[src/include/switch_scan_pkg.sv]
package switch_scan_pkg;

  // ********************************************************
  // Channel layout
  // ********************************************************
  localparam int unsigned CH_COUNT  = 24;             // Switch inputs
  localparam int unsigned CH_W      = 5;              // Channel index width
  localparam logic [4:0]  CH_FIRST  = 5'h00;          // first_switch_input
  localparam logic [4:0]  CH_LAST   = 5'h17;          // last_switch_input
  localparam int unsigned LVL_W     = 3;              // Current code width
  localparam int unsigned HALF_CH   = 12;             // Channels per setup word
  localparam int unsigned SETUP_W   = HALF_CH * LVL_W;

  // ********************************************************
  // Current level codes
  // ********************************************************
  localparam logic [2:0] LVL_0MA  = 3'h0;
  localparam logic [2:0] LVL_1MA  = 3'h1;
  localparam logic [2:0] LVL_2MA  = 3'h2;
  localparam logic [2:0] LVL_5MA  = 3'h3;
  localparam logic [2:0] LVL_10MA = 3'h4;
  localparam logic [2:0] LVL_15MA = 3'h5;

  // ********************************************************
  // Cleaning setup field positions
  // ********************************************************
  localparam int unsigned CLN_LVL_LSB  = 0;           // Cleaning current code
  localparam int unsigned CLN_TIME_LSB = 3;           // Cleaning time code
  localparam int unsigned CLN_SETUP_W  = 6;

  // ********************************************************
  // Timing
  // ********************************************************
  localparam int unsigned CLK_MHZ        = 50;        // clk_sys_i rate
  localparam int unsigned CLK_KHZ        = 50000;
  localparam int unsigned ACT_BASE_US    = 64;        // Shortest active window
  localparam int unsigned ACT_BASE_CYC   = ACT_BASE_US * CLK_MHZ;
  localparam logic [2:0]  ACT_CODE_MAX   = 3'h5;      // 2048 us
  localparam int unsigned PER_BASE_MS    = 2;         // Shortest scan period
  localparam int unsigned PER_BASE_CYC   = PER_BASE_MS * CLK_KHZ;
  localparam logic [3:0]  PER_CODE_MAX   = 4'hB;      // 4096 ms
  localparam int unsigned STARTUP_US     = 500;       // wetting_startup_delay
  localparam int unsigned STARTUP_CYC    = STARTUP_US * CLK_MHZ;
  localparam int unsigned CLN_TRAN_US    = 100;       // cleaning_transition_delay
  localparam int unsigned CLN_TRAN_CYC   = CLN_TRAN_US * CLK_MHZ;
  localparam int unsigned MUX_SETTLE_CYC = 2;         // Continuous mux settle
  localparam int unsigned POLL_EDGE_CYC  = 2;         // Extra apply cycle and sample cycle in a window
  localparam int unsigned TMR_W          = 32;        // Timer load width

  // ********************************************************
  // Sequencer states
  // ********************************************************
  typedef enum logic [3:0] {
    S_IDLE,
    S_START,
    S_SELECT,
    S_APPLY,
    S_SAMPLE,
    S_NEXT,
    S_TRAN,
    S_CLEAN,
    S_END,
    S_WAIT
  } scan_state_t;

endpackage : switch_scan_pkg

[src/include/timer_if.sv]
`timescale 1ns/10ps
// Start/expire link between the sequencer and one of its timers
interface timer_if #(parameter int unsigned W = 32);
  logic         start;   // Load pulse
  logic [W-1:0] load;    // Cycles until done
  logic         done;    // One-cycle expiry pulse
  modport ctl (output start, output load, input done);
  modport tmr (input start, input load, output done);
endinterface : timer_if

[src/design/scan_timer.sv]
`timescale 1ns/10ps
module scan_timer
  import switch_scan_pkg::*;
#(
  parameter int unsigned W = TMR_W
)(
  input  wire logic clk_sys_i,
  input  wire logic rst_n_i,
  timer_if.tmr      tmr
);

  // ********************************************************
  // State
  // ********************************************************
  typedef struct packed {
    logic [W-1:0] cnt;   // Cycles left
    logic         done;  // Expiry pulse
  } tmr_t;

  tmr_t q;
  tmr_t d;

  // Down count; a fresh start overrides a running count
  always_comb
  begin
    d      = q;
    d.done = 1'b0;
    if (tmr.start)
    begin
      d.cnt = tmr.load;
    end
    else if (q.cnt != '0)
    begin
      d.cnt  = q.cnt - 1'b1;
      d.done = (q.cnt == W'(1));
    end
  end

  // Register the state
  always_ff @(posedge clk_sys_i or negedge rst_n_i)
  begin
    if (!rst_n_i)
    begin
      q <= '0;
    end
    else
    begin
      q <= d;
    end
  end

  assign tmr.done = q.done;

endmodule : scan_timer

[src/design/switch_scan_sequencer.sv]
`timescale 1ns/10ps
// Operation
// - Continuous: currents always on, scan 0..23
// - Per-channel current code from two setups
// - Startup delay after trigger before currents
// - Store sampled state as reference
// - First finished cycle always raises interrupt
// - Later cycles interrupt only on change
// - Status read acknowledges, clears, releases
// - Scan period 2 ms to 4096 ms
// - Zero-current channels still sampled
// - Polling: one source on at a time
// - Polling active window 64 to 2048 us
// - Polling samples at window end
// - Trigger starts polling
// - Polling interrupt gated per channel
// - Changes between windows go unseen
// - Cleaning adds second current step
// - Cleaning all together after transition delay
// - Cleaning pulses raise no interrupt
// - Cleaning level, time, channel mask
// - Release on chip select rise after read
module switch_scan_sequencer
  import switch_scan_pkg::*;
#(
  parameter int unsigned PER_BASE     = PER_BASE_CYC,  // 2 ms in cycles
  parameter int unsigned STARTUP      = STARTUP_CYC,   // Startup in cycles
  parameter int unsigned CLN_TRAN     = CLN_TRAN_CYC   // Transition in cycles
)(
  input  wire logic                   clk_sys_i,
  input  wire logic                   reset_n_i,
  input  wire logic                   trigger_i,
  input  wire logic                   stop_i,
  input  wire logic                   poll_mode_i,
  input  wire logic [CH_COUNT-1:0]    channel_enable_i,
  input  wire logic [SETUP_W-1:0]     wetting_level_setup_a_i,
  input  wire logic [SETUP_W-1:0]     wetting_level_setup_b_i,
  input  wire logic [3:0]             scan_period_i,
  input  wire logic [2:0]             active_window_field_i,
  input  wire logic                   contact_cleaning_pulse_i,
  input  wire logic [CLN_SETUP_W-1:0] cleaning_level_setup_i,
  input  wire logic [CH_COUNT-1:0]    cleaning_channel_mask_i,
  input  wire logic [CH_COUNT-1:0]    channel_irq_enable_i,
  input  wire logic                   comparator_i,
  input  wire logic                   int_stat_read_i,
  input  wire logic                   cs_rise_i,
  output logic      [CH_COUNT-1:0]    source_on_o,
  output logic                        cleaning_active_o,
  output logic      [LVL_W-1:0]       cleaning_level_o,
  output logic      [CH_W-1:0]        mux_sel_o,
  output logic                        int_n_o,
  output logic                        switch_change_flag_o,
  output logic      [CH_COUNT-1:0]    switch_result_o,
  output logic                        scan_busy_o
);

  // ********************************************************
  // Helpers
  // ********************************************************

  // Current code of one channel from the two setup words
  function automatic logic [LVL_W-1:0] level_of(input int unsigned idx);
    logic [2*SETUP_W-1:0] all;
    all = {wetting_level_setup_b_i, wetting_level_setup_a_i};
    return all[idx*LVL_W +: LVL_W];
  endfunction : level_of

  // Window length: base doubled per code step, codes above 2048 us clamp
  function automatic logic [TMR_W-1:0] window_cycles(input logic [2:0] code);
    logic [2:0] c;
    c = (code > ACT_CODE_MAX) ? ACT_CODE_MAX : code;
    return TMR_W'(ACT_BASE_CYC) << c;
  endfunction : window_cycles

  // One-hot channel select
  function automatic logic [CH_COUNT-1:0] onehot(input logic [CH_W-1:0] ch);
    return CH_COUNT'(1) << ch;
  endfunction : onehot

  // ********************************************************
  // Reset release
  // ********************************************************
  logic rst_meta_q;   // First stage, read only by the second
  logic rst_n_q;      // Released reset for all logic

  // Assert at once, release after two edges
  always_ff @(posedge clk_sys_i or negedge reset_n_i)
  begin
    if (!reset_n_i)
    begin
      rst_meta_q <= 1'b0;
      rst_n_q    <= 1'b0;
    end
    else
    begin
      rst_meta_q <= 1'b1;
      rst_n_q    <= rst_meta_q;
    end
  end

  // ********************************************************
  // Timers
  // ********************************************************
  timer_if #(.W(TMR_W)) step_tmr ();   // Startup, windows, cleaning
  timer_if #(.W(TMR_W)) per_tmr ();    // Scan period

  scan_timer #(.W(TMR_W)) u_step_timer (
    .clk_sys_i (clk_sys_i),
    .rst_n_i   (rst_n_q),
    .tmr       (step_tmr)
  );

  scan_timer #(.W(TMR_W)) u_period_timer (
    .clk_sys_i (clk_sys_i),
    .rst_n_i   (rst_n_q),
    .tmr       (per_tmr)
  );

  // ********************************************************
  // State
  // ********************************************************
  typedef struct packed {
    scan_state_t         st;      // Sequencer state
    logic [CH_W-1:0]     ch;      // Channel in hand
    logic                first;   // First cycle after trigger
    logic [CH_COUNT-1:0] result;  // Stored reference states
    logic [CH_COUNT-1:0] src;     // Source enables
    logic                clean;   // Cleaning step active
    logic                flag;    // switch_change_flag
    logic                pend;    // Interrupt pin held low
    logic                rd_seen; // Status read in this select
    logic                per_hit; // Period expired before scan end
  } seq_t;

  seq_t q;
  seq_t d;

  logic [CH_COUNT-1:0] cont_mask;  // Enabled channels with nonzero current
  logic [CH_COUNT-1:0] cln_mask;   // Channels taking the cleaning step
  logic [TMR_W-1:0]    per_len;    // Period length in cycles

  // Masks of channels that draw current
  always_comb
  begin
    cont_mask = '0;
    for (int unsigned i = 0; i < CH_COUNT; i++)
    begin
      // Zero code means no source but the channel is still sampled
      cont_mask[i] = channel_enable_i[i] && (level_of(i) != LVL_0MA);
    end
    cln_mask = cleaning_channel_mask_i & channel_enable_i;
  end

  // Period: 2 ms doubled per code step up to 4096 ms
  always_comb
  begin
    if (scan_period_i > PER_CODE_MAX)
    begin
      per_len = TMR_W'(PER_BASE) << PER_CODE_MAX;
    end
    else
    begin
      per_len = TMR_W'(PER_BASE) << scan_period_i;
    end
  end

  // ********************************************************
  // Next state
  // ********************************************************
  always_comb
  begin
    d              = q;
    step_tmr.start = 1'b0;
    step_tmr.load  = '0;
    per_tmr.start  = 1'b0;
    per_tmr.load   = '0;

    // Period may expire while a long scan is still running
    if (per_tmr.done)
    begin
      d.per_hit = 1'b1;
    end

    // Acknowledge first so that a new event below wins over it
    if (int_stat_read_i)
    begin
      d.rd_seen = 1'b1;
    end
    if (cs_rise_i)
    begin
      // Release only when the status was read during this select
      if (q.rd_seen || int_stat_read_i)
      begin
        d.flag = 1'b0;
        d.pend = 1'b0;
      end
      d.rd_seen = 1'b0;
    end

    unique case (q.st)
      // Waiting for a trigger
      S_IDLE:
      begin
        if (trigger_i)
        begin
          d.first        = 1'b1;
          step_tmr.start = 1'b1;
          step_tmr.load  = TMR_W'(STARTUP);
          d.st           = S_START;
        end
      end

      // Startup delay, then the first scan cycle opens
      S_START:
      begin
        if (step_tmr.done)
        begin
          // Continuous: every enabled source on together
          d.src         = poll_mode_i ? '0 : cont_mask;
          per_tmr.start = 1'b1;
          per_tmr.load  = per_len;
          d.per_hit     = 1'b0;
          d.ch          = CH_FIRST;
          d.st          = S_SELECT;
        end
      end

      // Route a channel to the comparator
      S_SELECT:
      begin
        if (!channel_enable_i[q.ch])
        begin
          d.st = S_NEXT;
        end
        else
        begin
          step_tmr.start = 1'b1;
          if (poll_mode_i)
          begin
            // Only this channel's source is on during its window
            d.src         = onehot(q.ch) & cont_mask;
            // Source stays on through apply and sample, so trim those cycles
            step_tmr.load = window_cycles(active_window_field_i)
                            - TMR_W'(POLL_EDGE_CYC);
          end
          else
          begin
            step_tmr.load = TMR_W'(MUX_SETTLE_CYC);
          end
          d.st = S_APPLY;
        end
      end

      // Current applied, wait out the window
      S_APPLY:
      begin
        if (step_tmr.done)
        begin
          d.st = S_SAMPLE;
        end
      end

      // Sample only here, so changes between windows are not seen
      S_SAMPLE:
      begin
        if (poll_mode_i)
        begin
          d.src = '0;
        end
        if (q.first)
        begin
          d.result[q.ch] = comparator_i;
        end
        else if (comparator_i != q.result[q.ch])
        begin
          d.result[q.ch] = comparator_i;
          d.flag         = 1'b1;
          if (channel_irq_enable_i[q.ch])
          begin
            d.pend = 1'b1;
          end
        end
        d.st = S_NEXT;
      end

      // Advance, or close the normal step after the last channel
      S_NEXT:
      begin
        if (q.ch != CH_LAST)
        begin
          d.ch = q.ch + 1'b1;
          d.st = S_SELECT;
        end
        else if (contact_cleaning_pulse_i && (cln_mask != '0))
        begin
          step_tmr.start = 1'b1;
          step_tmr.load  = TMR_W'(CLN_TRAN);
          d.st           = S_TRAN;
        end
        else
        begin
          d.st = S_END;
        end
      end

      // Transition delay before the cleaning step
      S_TRAN:
      begin
        if (step_tmr.done)
        begin
          // All cleaning channels switch on in the same cycle
          d.src   = poll_mode_i ? cln_mask : (q.src | cln_mask);
          d.clean = 1'b1;
          step_tmr.start = 1'b1;
          step_tmr.load  = window_cycles(
            cleaning_level_setup_i[CLN_TIME_LSB +: 3]);
          d.st = S_CLEAN;
        end
      end

      // Cleaning step, no sampling and no interrupt here
      S_CLEAN:
      begin
        if (step_tmr.done)
        begin
          d.clean = 1'b0;
          d.src   = poll_mode_i ? '0 : cont_mask;
          d.st    = S_END;
        end
      end

      // End of a scan cycle
      S_END:
      begin
        if (q.first)
        begin
          // Reference states ready: always tell the host once
          d.flag  = 1'b1;
          d.pend  = 1'b1;
          d.first = 1'b0;
        end
        d.st = S_WAIT;
      end

      // Wait for the next period tick
      S_WAIT:
      begin
        if (q.per_hit || per_tmr.done)
        begin
          per_tmr.start = 1'b1;
          per_tmr.load  = per_len;
          d.per_hit     = 1'b0;
          // Refresh continuous sources to follow setup changes
          d.src = poll_mode_i ? '0 : cont_mask;
          d.ch  = CH_FIRST;
          d.st  = S_SELECT;
        end
      end

      default:
      begin
        d.st = S_IDLE;
      end
    endcase

    // Stop drops every source and halts the scan
    if (stop_i)
    begin
      d.st    = S_IDLE;
      d.src   = '0;
      d.clean = 1'b0;
    end
  end

  // ********************************************************
  // State register
  // ********************************************************
  always_ff @(posedge clk_sys_i or negedge rst_n_q)
  begin
    if (!rst_n_q)
    begin
      q    <= '0;
      q.st <= S_IDLE;
    end
    else
    begin
      q <= d;
    end
  end

  // ********************************************************
  // Outputs
  // ********************************************************
  assign source_on_o          = q.src;
  assign cleaning_active_o    = q.clean;
  assign cleaning_level_o     = cleaning_level_setup_i[CLN_LVL_LSB +: LVL_W];
  assign mux_sel_o            = q.ch;
  assign int_n_o              = ~q.pend;
  assign switch_change_flag_o = q.flag;
  assign switch_result_o      = q.result;
  assign scan_busy_o          = (q.st != S_IDLE);

endmodule : switch_scan_sequencer

[config.mk]
export PLATFORM = sky130hd
export DESIGN_NAME = switch_scan_sequencer
export DESIGN_NICKNAME = d
export VERILOG_FILES = /design/src/include/switch_scan_pkg.sv /design/src/include/timer_if.sv /design/src/design/scan_timer.sv /design/src/design/switch_scan_sequencer.sv
export SDC_FILE = /design/constraint.sdc
export NUM_CORES = 1
export LEC_CHECK = 0
export BUFFER_PORTS_ARGS = -buffer_cell sky130_fd_sc_hd__buf_4
export CAP_MARGIN = 20
export CORE_ASPECT_RATIO = 1.1
export CORE_MARGIN = 1
export CORE_UTILIZATION = 50
export CTS_BUF_LIST = sky130_fd_sc_hd__clkbuf_4 sky130_fd_sc_hd__clkbuf_8 sky130_fd_sc_hd__clkbuf_16
export DETAILED_ROUTE_END_ITERATION = 10
export PLACE_DENSITY = 0.74
export SKIP_LAST_GASP = 1
export SLEW_MARGIN = 20
export SYNTH_ARGS = -nofsm -noshare
export SYNTH_HDL_FRONTEND = slang
export SYNTH_HIERARCHICAL = 1
export SYNTH_SLANG_ARGS = --single-unit
[constraint.sdc]
create_clock -name clk_sys_i -period 6.15 [get_ports clk_sys_i]
set_input_delay 0 -clock clk_sys_i [delete_from_list [all_inputs] [get_ports clk_sys_i]]
set_output_delay 0 -clock clk_sys_i [all_outputs]
set_load 0.01 [all_outputs]
==> results.sh <==
export IMPL_syn_area_um2=10280
export IMPL_route_met2_wl_mm=14.92
export IMPL_clk_latency_ns=0.43
export IMPL_placed_cells=1557
export IMPL_finalNonFillerCells=1598
export IMPL_ys_seq_area_share_pct=31.89
export IMPL_hold_class="in -> out"
export IMPL_p_per_area_nw_per_um2=269.3
export IMPL_required_ns=6.46
export IMPL_ir_drop_v=0.0001936
export IMPL_ff_latch_area_um2=3282
export IMPL_hold_depth=0
export IMPL_drv_cap=0
export IMPL_nFillCells=1771
export IMPL_port_buffers=219
export IMPL_max_freq_mhz=275.1
export IMPL_grt_pass1_wl_mm=51.43
export IMPL_clockBufferDepth=2
export IMPL_final_layout_size_suffix_gt1_share_pct=23.85
export IMPL_fin_crit_ns=3.635
export IMPL_finalSetupViolations=0
export IMPL_synthArstFlopShare_pct=100.0
export IMPL_post_route_period_util_pct=59.11
export IMPL_skew_ns=0.01191
export IMPL_synthToLayoutAreaGrowth_pct=19.37
export IMPL_synth_common_cells="131 x dfrtp_1, 106 x nor2_1, 88 x nand2_1"
export IMPL_io_pins=226
export IMPL_tritoncts="built"
export IMPL_wl_mm=31.71
export IMPL_drtAntennaViolNets=0
export IMPL_rsz0062_at_grt="no"
export IMPL_r2r_end="u_step_timer/q[19]"
export IMPL_diodes=0
export IMPL_cts_root_buf="clkbuf_16"
export IMPL_multiInputGateArea_um2=6167
export IMPL_hold_path_startpoint="cleaning_level_setup_i[1]"
export IMPL_dieArea_um2=21140
export IMPL_crit_path_end_kind="register"
export IMPL_cellLeakagePower_nw=5.005
export IMPL_syn_area_per_cell_um2=8.618
export IMPL_fin_nets=1520
export IMPL_start_util_pct=51.41
export IMPL_coreArea_um2=20000
export IMPL_hold_end="cleaning_level_o[1]"
export IMPL_yosysTopAreaCell="dfrtp_1"
export IMPL_power_mw=3.305
export IMPL_syn_inst=1193
export IMPL_die_w_um=138.7
export IMPL_first_pass_iters=9
export IMPL_ys_ff_latch=131
export IMPL_cts_buffers_inserted=17
export IMPL_maxSlewViolCount=0
export IMPL_yosys_area_top_type_share_pct=31.89
export IMPL_yosysWarnings=6
export IMPL_routedWlPerCell_um=19.84
export IMPL_drtIter0Drc=827
export IMPL_synth_cell_type_count=86
export IMPL_track_usage_pct=30.38
export IMPL_met3_length_mm=2.794
export IMPL_post_cts_setup_buffer_count=0
export IMPL_h_tree_depth=4
export IMPL_grt_pass1_vias=10060
export IMPL_wl_met1_mm=12.95
export IMPL_slew_headroom_pct=37.98
export IMPL_die_height_um=152.4
export IMPL_cp_start_kind="register"
export IMPL_synth_area_top_cells="dfrtp_1 32%, buf_4 4.2%, nor2_1 3.9%"
export IMPL_r2r_start="mux_sel_o[0]"
export IMPL_gp_congestion=0.9117
export IMPL_routed_via_density=6.407
export IMPL_critPathMaxFanout=49
export IMPL_hold_viol=0
export IMPL_worst_pin_slew_ns=0.9280
export IMPL_top_layer_used="met4"
export IMPL_synth_edff_count=0
export IMPL_final_setup_tns_ns=0
export IMPL_rows=54
export IMPL_crit_arrival_ns=3.94
export IMPL_vias=10240
export IMPL_grt_overflow_total=0
export IMPL_antenna_found_initial=0
export IMPL_worst_setup_path_type="reg -> reg"
export IMPL_hpwl_mm=22.88
export IMPL_drc=7
export IMPL_violations="design-rule violations"
export IMPL_clock_sinks=131
export IMPL_r2r_slack_ns=2.51
export IMPL_reg2reg_depth=10
export IMPL_status="finished, violations left"
export IMPL_synth_most_common_cell="dfrtp_1"
export IMPL_grt_max_degree=70
export IMPL_synthFlopType="dfrtp_1"
export IMPL_clk_pin_slew_ns=0.06
[where the power goes]
group | total [mW] | switching, mW | internal, mW
Sequential | 1.19 | 0.186 | 1.00
Clock | 1.05 | 0.406 | 0.645
Combinational | 1.07 | 0.595 | 0.471
[worst max-delay path by stage]
stage                             from                  to
final                     mux_sel_o[0]  u_step_timer/q[19]
after global routing      mux_sel_o[0]   u_step_timer/q[3]
after CTS                 mux_sel_o[0]  u_step_timer/q[19]
after detailed placement  mux_sel_o[0]  u_step_timer/q[19]
after global placement    mux_sel_o[0]  u_step_timer/q[19]
after floorplan                rst_n_q   cleaning_active_o
[cell usage in the layout, fill, tap and decap left out, types with 19 or more instances in the layout]
| cell | instances |
|---|---|
| inv_1 | 28 |
| dfrtp_1 | 130 |
| xnor2_1 | 23 |
| a22o_1 | 24 |
| nand3_1 | 42 |
| a22oi_1 | 37 |
| ha_1 | 21 |
| nand2_1 | 88 |
| nand2b_1 | 22 |
| buf_4 | 227 |
| xor2_1 | 19 |
| o2bb2ai_1 | 20 |
| a21oi_1 | 41 |
| o31ai_1 | 34 |
| o21ai_0 | 64 |
| o22ai_1 | 23 |
| nor2_1 | 106 |
| nor4_1 | 30 |
| nor3_1 | 51 |
[registers in the layout, summed over array words and instances, names as in the netlist]
signal                   cells
rst_n_q                      1
u_step_timer/q              32
switch_result_o             24
rst_meta_q                   1
switch_change_flag_o         1
cleaning_active_o            1
mux_sel_o                    5
source_on_o                 24
u_period_timer/tmr.done      1
u_step_timer/tmr.done        1
q                            8
u_period_timer/q            32
[what timing repair did]
item                      CTS  global route
gates resized for setup     0             0
hold endpoints to repair   17             0
hold buffers                9             0
[layer usage]
metal / vias up / GRT usage, %
li1: 4712 / -
met1: 4854 / 40.14
met2: 586 / 48.44
met3: 87 / 5.657
met4: 0 / 14.02
met5: - / 0
[per-stage QoR]
step	setup slack (ns)	hold slack, ns	area, µm²	util [%]
6_report	2.515	0.00002186	12270	61.37
3_5_place_dp	2.487	-0.2142	11580	57.91
5_1_grt	2.266	0.00001709	12270	61.37
2_1_floorplan	2.230	-0.2956	10340	-
4_1_cts	2.488	0.00006862	12270	61.37
3_3_place_gp	2.580	-0.2180	11580	57.91
[worst max-delay path: stages, from the launching register on]
cell and delay, ns:
dfrtp_1 0.51, buf_4 0.34, mux4_1 0.58, nor2b_1 0.15
or4_4 0.16, nand3_4 0.09, and2_4 0.19, or3_1 0.36
buf_4 0.27, inv_1 0.46, mux2_2 0.39
[area by class of cell]
cell class | instances | share of cell area [%]
Timing Repair Buffer | 236 | 14.62
Multi-Input combinational cell | 917 | 50.25
Sequential cell | 131 | 26.74
Clock inverter | 14 | 1.325
Clock buffer | 18 | 3.578
Inverter | 30 | 0.9175
Tap cell | 252 | 2.569
[cell families after synthesis]
group,synth area share (%)
compound gates,23.82
xor+xnor,3.578
fa+ha+maj,2.556
buf+inv,8.787
flops,31.89
mux,5.318
other cells,0.07305
simple gates,23.99
(Power assumes the default switching activity.)
